[src/logic/tmr_pkg.sv]
// package: register map, range codes and constants for the timing range controller
package tmr_pkg;
   localparam logic [7:0] ADDR_CMD          = 8'h00;
   localparam logic [7:0] ADDR_FREQ_CFG     = 8'h04;
   localparam logic [7:0] ADDR_PWID_CFG     = 8'h08;
   localparam logic [7:0] ADDR_DCYC_CFG     = 8'h0c;
   localparam logic [7:0] ADDR_QUERY        = 8'h10;
   localparam logic [7:0] ADDR_STATUS       = 8'h14;

   // command register fields
   localparam int CMD_OP_LSB   = 0;
   localparam int CMD_FUNC_LSB = 4;
   localparam int CMD_ARG_LSB  = 8;
   localparam int CMD_QMOD_LSB = 12;

   // functions
   localparam logic [1:0] FUNC_FREQ = 2'h0;
   localparam logic [1:0] FUNC_PWID = 2'h1;
   localparam logic [1:0] FUNC_DCYC = 2'h2;

   // opcodes
   localparam logic [3:0] OP_SET_AUTO   = 4'h1;
   localparam logic [3:0] OP_QRY_AUTO   = 4'h2;
   localparam logic [3:0] OP_SET_RANGE  = 4'h3;
   localparam logic [3:0] OP_QRY_RANGE  = 4'h4;
   localparam logic [3:0] OP_QRY_READ   = 4'h5;
   localparam logic [3:0] OP_FACT_RESET = 4'h6;

   // range argument codes
   localparam logic [3:0] ARG_100MV = 4'h0;
   localparam logic [3:0] ARG_1V    = 4'h1;
   localparam logic [3:0] ARG_10V   = 4'h2;
   localparam logic [3:0] ARG_100V  = 4'h3;
   localparam logic [3:0] ARG_750V  = 4'h4;
   localparam logic [3:0] ARG_MIN   = 4'h8;
   localparam logic [3:0] ARG_MAX   = 4'h9;
   localparam logic [3:0] ARG_DEF   = 4'ha;

   // query modifiers
   localparam logic [1:0] QMOD_NONE = 2'h0;
   localparam logic [1:0] QMOD_MIN  = 2'h1;
   localparam logic [1:0] QMOD_MAX  = 2'h2;

   localparam logic [2:0] RANGE_MIN   = 3'h0;
   localparam logic [2:0] RANGE_MAX   = 3'h4;
   localparam logic [2:0] RANGE_RESET = 3'h0;
   localparam logic       AUTO_RESET  = 1'b1;

   // full scale of each range in millivolts
   localparam logic [19:0] FS_100MV = 20'h00064;
   localparam logic [19:0] FS_1V    = 20'h003e8;
   localparam logic [19:0] FS_10V   = 20'h02710;
   localparam logic [19:0] FS_100V  = 20'h186a0;
   localparam logic [19:0] FS_750V  = 20'hb71b0;

   // answer codes on the query register
   localparam logic [2:0] ANS_VALUE   = 3'h0;
   localparam logic [2:0] ANS_POS_OL  = 3'h1;
   localparam logic [2:0] ANS_NEG_OL  = 3'h2;
   localparam logic [2:0] ANS_CHANGING = 3'h3;

   // settle time of a range switch
   localparam int SETTLE_NS     = 1000;
   localparam int CLK_PERIOD_NS = 8;
   localparam int SETTLE_CYCLES = (SETTLE_NS + CLK_PERIOD_NS - 1) / CLK_PERIOD_NS;
   localparam int DOWN_PCT      = 10;

   typedef enum logic [1:0] {
      ST_IDLE  = 2'b00,
      ST_SETTLE = 2'b01
   } rng_state_e;
endpackage

[src/logic/timing_meas_range_autorange_ctrl.sv]
// top: wishbone command port over three timing-function range controllers
`timescale 1ns/1ns
// Summary of operation
// - frequency autorange set accepts 0/1/OFF/ON and switches auto ranging
// - autorange query answers 0 for off, 1 for on
// - pulse width keeps its own settable, queryable autorange flag
// - duty cycle keeps its own settable, queryable autorange flag
// - factory reset turns every autorange flag on
// - with autorange on, step down when input under ten percent of range
// - selecting a discrete range clears that function's autorange flag
// - pulse width accepts 100 mV..750 V, MIN, MAX, DEF selects auto
// - duty cycle accepts the same ranges and keywords
// - manual-range overload reports positive or negative overload sentinel
// - query during an auto range change returns the changing sentinel
// - factory reset sets pulse width and duty cycle to 100 mV, auto on
// - range query returns selected range, or MIN/MAX allowed range
module timing_meas_range_autorange_ctrl
   import tmr_pkg::*;
(
   // clock and reset
   input  wire logic        I_SYS_CLK,
   input  wire logic        I_RESETN,
   // wishbone slave
   input  wire logic        I_WB_CYC,
   input  wire logic        I_WB_STB,
   input  wire logic        I_WB_WE,
   input  wire logic [7:0]  I_WB_ADR,
   input  wire logic [3:0]  I_WB_SEL,
   input  wire logic [31:0] I_WB_DAT,
   output logic     [31:0]  O_WB_DAT,
   output logic             O_WB_ACK,
   // measured input per function, millivolts, with sign
   input  wire logic [19:0] I_FREQ_MEAS,
   input  wire logic [19:0] I_PWID_MEAS,
   input  wire logic [19:0] I_DCYC_MEAS,
   input  wire logic        I_MEAS_VALID,
   input  wire logic        I_MEAS_NEG,
   input  wire logic        I_MEAS_OVER,
   // selected ranges to the front end
   output logic     [2:0]   O_FREQ_RANGE,
   output logic     [2:0]   O_PWID_RANGE,
   output logic     [2:0]   O_DCYC_RANGE,
   output logic             O_OVERLOAD_FRONT_PANEL_MARKER,
   output logic             O_NEGATIVE_OVERLOAD_FRONT_PANEL_MARKER
);
   logic        req;
   logic        wr_cmd;
   logic [3:0]  op;
   logic [1:0]  func;
   logic [3:0]  arg;
   logic [1:0]  qmod;
   logic [31:0] answer;
   logic [2:0]  auto_on;
   logic [2:0]  range_q [3];
   logic [2:0]  changing;
   logic [2:0]  set_auto;
   logic [2:0]  set_range;
   logic        fact_reset;
   logic [19:0] meas [3];
   logic        ovl;

   assign req    = I_WB_CYC && I_WB_STB && !O_WB_ACK;
   // a write lands on the edge where the master sees ack; the low byte lane carries the opcode
   assign wr_cmd = I_WB_CYC && I_WB_STB && O_WB_ACK && I_WB_WE && (I_WB_ADR == ADDR_CMD) && I_WB_SEL[0];
   // parser upstream folds prefix and long/short keywords into one opcode
   assign op     = I_WB_DAT[CMD_OP_LSB +: 4];
   assign func   = I_WB_DAT[CMD_FUNC_LSB +: 2];
   assign arg    = I_WB_DAT[CMD_ARG_LSB +: 4];
   assign qmod   = I_WB_DAT[CMD_QMOD_LSB +: 2];
   assign fact_reset = wr_cmd && (op == OP_FACT_RESET);
   assign meas[0] = I_FREQ_MEAS;
   assign meas[1] = I_PWID_MEAS;
   assign meas[2] = I_DCYC_MEAS;
   assign ovl = I_MEAS_VALID && I_MEAS_OVER;

   genvar g;
   generate
      for (g = 0; g < 3; g++) begin : g_func
         // any value but 0 counts as ON, so 1 and ON are one code
         assign set_auto[g]  = wr_cmd && (op == OP_SET_AUTO) && (func == 2'(g));
         // unknown range codes are ignored but still answered
         assign set_range[g] = wr_cmd && (op == OP_SET_RANGE) && (func == 2'(g)) &&
                               ((arg <= ARG_750V) || (arg == ARG_MIN) ||
                                (arg == ARG_MAX) || (arg == ARG_DEF));
         tmr_func_range u_rng (
            .clk        (I_SYS_CLK),
            .rst_n      (I_RESETN),
            .set_auto   (set_auto[g]),
            .auto_val   (arg != 4'h0),
            .set_range  (set_range[g]),
            .range_arg  (arg),
            .fact_reset (fact_reset),
            .meas_mv    (meas[g]),
            .meas_valid (I_MEAS_VALID),
            .auto_on    (auto_on[g]),
            .range      (range_q[g]),
            .changing   (changing[g])
         );
      end
   endgenerate

   // query answer latched at the write of a query command
   always_ff @(posedge I_SYS_CLK) begin
      if (!I_RESETN) begin
         answer <= 32'h00000000;
      end else if (wr_cmd && func <= FUNC_DCYC) begin
         case (op)
            OP_QRY_AUTO: answer <= {31'h0, auto_on[func]};
            OP_QRY_RANGE: begin
               case (qmod)
                  QMOD_MIN: answer <= {29'h0, RANGE_MIN};
                  QMOD_MAX: answer <= {29'h0, RANGE_MAX};
                  default:  answer <= {29'h0, range_q[func]};
               endcase
            end
            OP_QRY_READ: begin
               if (changing[func]) begin
                  answer <= {29'h0, ANS_CHANGING} << 29;
               end else if (ovl && !auto_on[func]) begin
                  answer <= {29'h0, (I_MEAS_NEG ? ANS_NEG_OL : ANS_POS_OL)} << 29;
               end else begin
                  answer <= {12'h0, meas[func]};
               end
            end
            default: answer <= answer;
         endcase
      end
   end

   // front panel overload markers on manual frequency ranging
   always_ff @(posedge I_SYS_CLK) begin
      if (!I_RESETN) begin
         O_OVERLOAD_FRONT_PANEL_MARKER          <= 1'b0;
         O_NEGATIVE_OVERLOAD_FRONT_PANEL_MARKER <= 1'b0;
      end else begin
         O_OVERLOAD_FRONT_PANEL_MARKER          <= ovl && !auto_on[0] && !I_MEAS_NEG;
         O_NEGATIVE_OVERLOAD_FRONT_PANEL_MARKER <= ovl && !auto_on[0] && I_MEAS_NEG;
      end
   end

   always_ff @(posedge I_SYS_CLK) begin
      if (!I_RESETN) begin
         O_FREQ_RANGE <= RANGE_RESET;
         O_PWID_RANGE <= RANGE_RESET;
         O_DCYC_RANGE <= RANGE_RESET;
      end else begin
         O_FREQ_RANGE <= range_q[0];
         O_PWID_RANGE <= range_q[1];
         O_DCYC_RANGE <= range_q[2];
      end
   end

   // single-cycle wishbone answer, unmapped reads return zero
   always_ff @(posedge I_SYS_CLK) begin
      if (!I_RESETN) begin
         O_WB_ACK <= 1'b0;
         O_WB_DAT <= 32'h00000000;
      end else begin
         O_WB_ACK <= req;
         if (req && !I_WB_WE) begin
            case (I_WB_ADR)
               ADDR_FREQ_CFG: O_WB_DAT <= {28'h0, range_q[0], auto_on[0]};
               ADDR_PWID_CFG: O_WB_DAT <= {28'h0, range_q[1], auto_on[1]};
               ADDR_DCYC_CFG: O_WB_DAT <= {28'h0, range_q[2], auto_on[2]};
               ADDR_QUERY:    O_WB_DAT <= answer;
               ADDR_STATUS:   O_WB_DAT <= {29'h0, changing};
               default:       O_WB_DAT <= 32'h00000000;
            endcase
         end
      end
   end
endmodule // timing_meas_range_autorange_ctrl

[src/logic/tmr_func_range.sv]
// one function's autorange flag, range selection and autorange stepping
`timescale 1ns/1ns
module tmr_func_range
   import tmr_pkg::*;
(
   input  wire logic        clk,
   input  wire logic        rst_n,
   // commands for this function
   input  wire logic        set_auto,
   input  wire logic        auto_val,
   input  wire logic        set_range,
   input  wire logic [3:0]  range_arg,
   input  wire logic        fact_reset,
   // measured magnitude in millivolts
   input  wire logic [19:0] meas_mv,
   input  wire logic        meas_valid,
   // state
   output logic             auto_on,
   output logic [2:0]       range,
   output logic             changing
);
   rng_state_e   state;
   logic [15:0]  settle_cnt;
   logic [19:0]  full_scale;

   always_comb begin
      case (range)
         3'h0:    full_scale = FS_100MV;
         3'h1:    full_scale = FS_1V;
         3'h2:    full_scale = FS_10V;
         3'h3:    full_scale = FS_100V;
         default: full_scale = FS_750V;
      endcase
   end

   // below ten percent: meas*100 < fs*10
   wire logic [26:0] meas_x100 = 27'(meas_mv) * 27'd100;
   wire logic [26:0] fs_x10    = 27'(full_scale) * 27'(DOWN_PCT);
   wire logic        go_down   = auto_on && meas_valid && (state == ST_IDLE) &&
                                 (range != RANGE_MIN) && (meas_x100 < fs_x10);

   always_ff @(posedge clk) begin
      if (!rst_n || fact_reset) begin
         auto_on <= AUTO_RESET;
      end else if (set_range) begin
         auto_on <= (range_arg == ARG_DEF);
      end else if (set_auto) begin
         auto_on <= auto_val;
      end
   end

   always_ff @(posedge clk) begin
      if (!rst_n || fact_reset) begin
         range <= RANGE_RESET;
      end else if (set_range) begin
         case (range_arg)
            ARG_100MV, ARG_1V, ARG_10V, ARG_100V, ARG_750V: range <= range_arg[2:0];
            ARG_MIN: range <= RANGE_MIN;
            ARG_MAX: range <= RANGE_MAX;
            default: range <= range;
         endcase
      end else if (go_down) begin
         range <= range - 3'h1;
      end
   end

   // a range step holds the query answer at the changing sentinel until settled
   always_ff @(posedge clk) begin
      if (!rst_n || fact_reset || set_range || (set_auto && !auto_val)) begin
         state      <= ST_IDLE;
         settle_cnt <= '0;
         changing   <= 1'b0;
      end else begin
         case (state)
            ST_IDLE: begin
               if (go_down) begin
                  state      <= ST_SETTLE;
                  settle_cnt <= 16'(SETTLE_CYCLES - 1);
                  changing   <= 1'b1;
               end
            end
            ST_SETTLE: begin
               if (settle_cnt == 16'h0000) begin
                  state    <= ST_IDLE;
                  changing <= 1'b0;
               end else begin
                  settle_cnt <= settle_cnt - 16'h0001;
               end
            end
            default: state <= ST_IDLE;
         endcase
      end
   end
endmodule // tmr_func_range

[config.mk]
export PLATFORM = sky130hd
export DESIGN_NAME = timing_meas_range_autorange_ctrl
export DESIGN_NICKNAME = d
export VERILOG_FILES = /design/src/logic/tmr_pkg.sv /design/src/logic/timing_meas_range_autorange_ctrl.sv /design/src/logic/tmr_func_range.sv
export SDC_FILE = /design/constraint.sdc
export NUM_CORES = 1
export LEC_CHECK = 0
export ABC_CLOCK_PERIOD_IN_PS = 6850
export BUFFER_PORTS_ARGS = -buffer_cell sky130_fd_sc_hd__buf_4
export CELL_PAD_IN_SITES_DETAIL_PLACEMENT = 1
export CELL_PAD_IN_SITES_GLOBAL_PLACEMENT = 1
export CORE_MARGIN = 3
export CORE_UTILIZATION = 45
export CTS_CLUSTER_SIZE = 12
export DETAILED_ROUTE_END_ITERATION = 10
export PLACE_DENSITY_LB_ADDON = 0.1
export SETUP_SLACK_MARGIN = 0.1
export SLEW_MARGIN = 20
export SYNTH_ARGS = -nofsm -noshare
export SYNTH_HDL_FRONTEND = slang
export SYNTH_SLANG_ARGS = --single-unit
[constraint.sdc]
create_clock -name I_SYS_CLK -period 6.85 [get_ports I_SYS_CLK]
set_input_delay 0.685 -clock I_SYS_CLK [delete_from_list [all_inputs] [get_ports I_SYS_CLK]]
set_output_delay 0.685 -clock I_SYS_CLK [all_outputs]
set_load 0.005 [all_outputs]
==> impl_metrics.ini <==
[status]
status = completed

[placed_design]
numPortBuffers = 122
dpl.hpwl_mm = 39.7
dp.cells = 2516
gp_congestion = 0.882

[power_and_ir_drop]
p_clk_frac = 0.291
p_int_mw = 2.12
cellPowerDensity_nw_per_um2 = 203
p_sw_mw = 1.44
combPwrFrac = 0.514
ir_drop_mv = 0.190
swShare = 0.404
pwr-share-seq = 0.195
leakage_nw = 8.71

[finish]
fill_cells = 4272
layoutNonFillerInstCount = 2547
antenna_cells = 0
multi_input_area_um2 = 12000
synthToLayoutAreaGrowth_pct = 12.4
finalNetCount = 2562
register_area_um2 = 2380
drive_gt1_frac = 0.0896

[clock_network]
ctsResizeCount = 0
ctsHoldBuffers = 0
cts_buffers = 17
cts-root-buf = clkbuf_16
insertion_delay_ps = 440
cts.reportedPaths.clkPinSlew_ps = 70
cts_max_level = 4
cts_tree = built
cts_num_sinks = 119
cts_setup_buffers = 0
clockBufferDepth = 2

[global_route]
grt_max_degree = 56
grt_pass1_vias = 15300
grt_pass1_wl_mm = 79.6
antenna_found_initial = 0
grt.overflow.total = 0
grt_usage = 0.267

[sta]
rsz0062_at_grt = false
finalCritPeriodShare = 0.908
maxSlewViolCount = 0
hold_ws_ps = 449
slew_headroom = 0.250
tns_ps = 0
max_freq_mhz = 161
period_needed_ps = 6220
worst_slew_pin_slew_ps = 1110
final_hold_viol_count = 0
setup_viol = 0
fin_worst_skew_ps = 18.9

[logic_synthesis]
synthSimpleGateAreaFrac = 0.185
synth_edf_count = 0
netlist_area_um2 = 15600
synth_area_per_cell_um2 = 7.83
synth_cell_types = 82
async_reset_ff_frac = 0
synth_mux_area_frac = 0.0277
synthAdderAreaFrac = 0.313
synth_flop_cell = dfxtp_1
netlist_instances = 1998
synth_top_family_by_area = adder cells
yosysWarnings = 0
synth-compound-area-share = 0.194
ys_ff_latch = 119
ys_seq_area_frac = 0.152
synth-xor-area-share = 0.0409

[routing]
wl_per_cell_um = 19.3
route.detailed.drc = 0
routed-via-count = 14800
drt-initial-drc-count = 724
viasPerCell = 5.80
routed_wl_mm = 49.2
ant_nets = 0
dr.pass1.iters = 5

[critical_path]
critical_path_class = flop to flop
cp_slowest_cell = o21ai_4
max_stage_delay_ps = 530
critPathMaxFanout = 16
crit_arrival_ps = 6570
path_delay_family = compound AO/OA/AOI/OAI gates
worstSetupStartpointType = flop
critPathCaptureType = flop
path_cells = inv_1, ha_1, nand2b_1, and2_1, inv_1, or3_1, ha_1, ha_1, fa_1, a21o_1, a21oi_1, o21bai_1, a21oi_1, xor2_1, ha_1, a21oi_1, o21bai_1, a211oi_1, a2bb2oi_1, o2111ai_1, nand4bb_1, o21ai_4, a21oi_1, a311oi_1
required_ps = 7210
critical_path_buf_inv_count = 2

[floorplanning]
std_cell_rows = 67
initial_core_util = 0.462
die_h_um = 192
die_x_um = 192
core_um2 = 33900
fp.dieArea_um2 = 37000
ios = 156

[min_path]
hp-class = flop to flop

[run]
max_cap_viol_count = 0
## stage by stage
step	power (mW)	worst slack, ps	cell area (µm²)	utilization
finish	3.56	632	17600	0.519
CTS	3.58	564	17600	0.519
global placement	2.45	510	16900	0.500
floorplan	2.05	1140	15700	-
detailed placement	2.53	291	16900	0.500
global route	3.87	116	17600	0.519
## path summary, 6_finish.rpt
kind | start | to | slack (ps) | cells after the start
setup / recovery | g_func[0].u_rng.range[0] | g_func[0].u_rng.settle_cnt[2] | 630 | 24
hold / removal | answer[2] | answer[2] | 450 | 2
setup reg to reg | g_func[0].u_rng.range[0] | g_func[0].u_rng.settle_cnt[2] | 630 | 24
hold reg to reg | answer[2] | answer[2] | 450 | 2
## routing by layer
layer	GRT usage	share of wire
met1	0.356	0.47
met2	0.456	0.47
met3	0.0309	0.033
met4	0.0768	0.026
met5	0	0
## power groups by stage
| stage | combinational, mW | sequential [mW] | clock (mW) |
|---|---|---|---|
| finish | 1.83 | 0.694 | 1.04 |
| global placement | 1.74 | 0.709 | 0 |
| global route | 2.10 | 0.694 | 1.08 |
| CTS | 1.84 | 0.694 | 1.05 |
| detailed placement | 1.82 | 0.709 | 0 |
| floorplan | 1.34 | 0.709 | 0 |
## final cells by class
cell class | instances | area share
Clock inverter | 13 | 0.0123
Clock buffer | 18 | 0.0250
Multi-Input combinational cell | 1542 | 0.680
Sequential cell | 119 | 0.135
Timing Repair Buffer | 133 | 0.0568
Tap cell | 448 | 0.0319
Inverter | 274 | 0.0585
## registers in the layout, indices dropped and copies added (netlist names)
register,cells
answer,22
g_func.u_rng.changing,3
g_func.u_rng.range,9
g_func.u_rng.auto_on,3
O_DCYC_RANGE,3
g_func.u_rng.settle_cnt,48
O_NEGATIVE_OVERLOAD_FRONT_PANEL_MARKER,1
O_WB_ACK,1
O_PWID_RANGE,3
O_FREQ_RANGE,3
O_WB_DAT,22
O_OVERLOAD_FRONT_PANEL_MARKER,1
## synthesized netlist by cell type, types with 45 or more instances
library cell    n  area share
ha_1          315        0.25
a21oi_1       173       0.055
fa_1           48       0.061
clkbuf_1       53       0.013
nor3_1         59       0.019
dfxtp_1       119        0.15
xnor2_1        45       0.025
nand2_1       121       0.029
nand3_1        49       0.016
nor2_1        173       0.041
inv_1         272       0.065
## placed cells by master (no fill, tap or decap), types with 28 or more instances in the layout
cell type and count:
ha_1 315, inv_1 272, a21oi_1 173, nor2_1 173
buf_4 133, nand2_1 121, dfxtp_1 119, nor3_1 59
nand3_1 49, fa_1 48, xnor2_1 45, o21ai_0 41
mux2i_1 41, o21ai_1 31, or3_1 30, xor2_1 28
## cells by family after synthesis
group                      count (synthesis)
AOI/OAI and AO/OA                        472
xor gates and xnor gates                  73
adders and majority gates                363
buffers and inverters                    346
DFF                                      119
muxes                                     43
other                                      1
and+or+nand+nor                          581
## worst register-to-register path: cells and delay by family (launching register included)
kind / cells / cell delay (ps)
adder cells (fa/ha/maj): 5 / 1480
flip-flops: 1 / 490
buffers and inverters: 2 / 310
AND/OR/NAND/NOR: 4 / 1190
XOR/XNOR: 1 / 190
AO/OA/AOI/OAI: 12 / 2470
(Power assumes the default switching activity.)
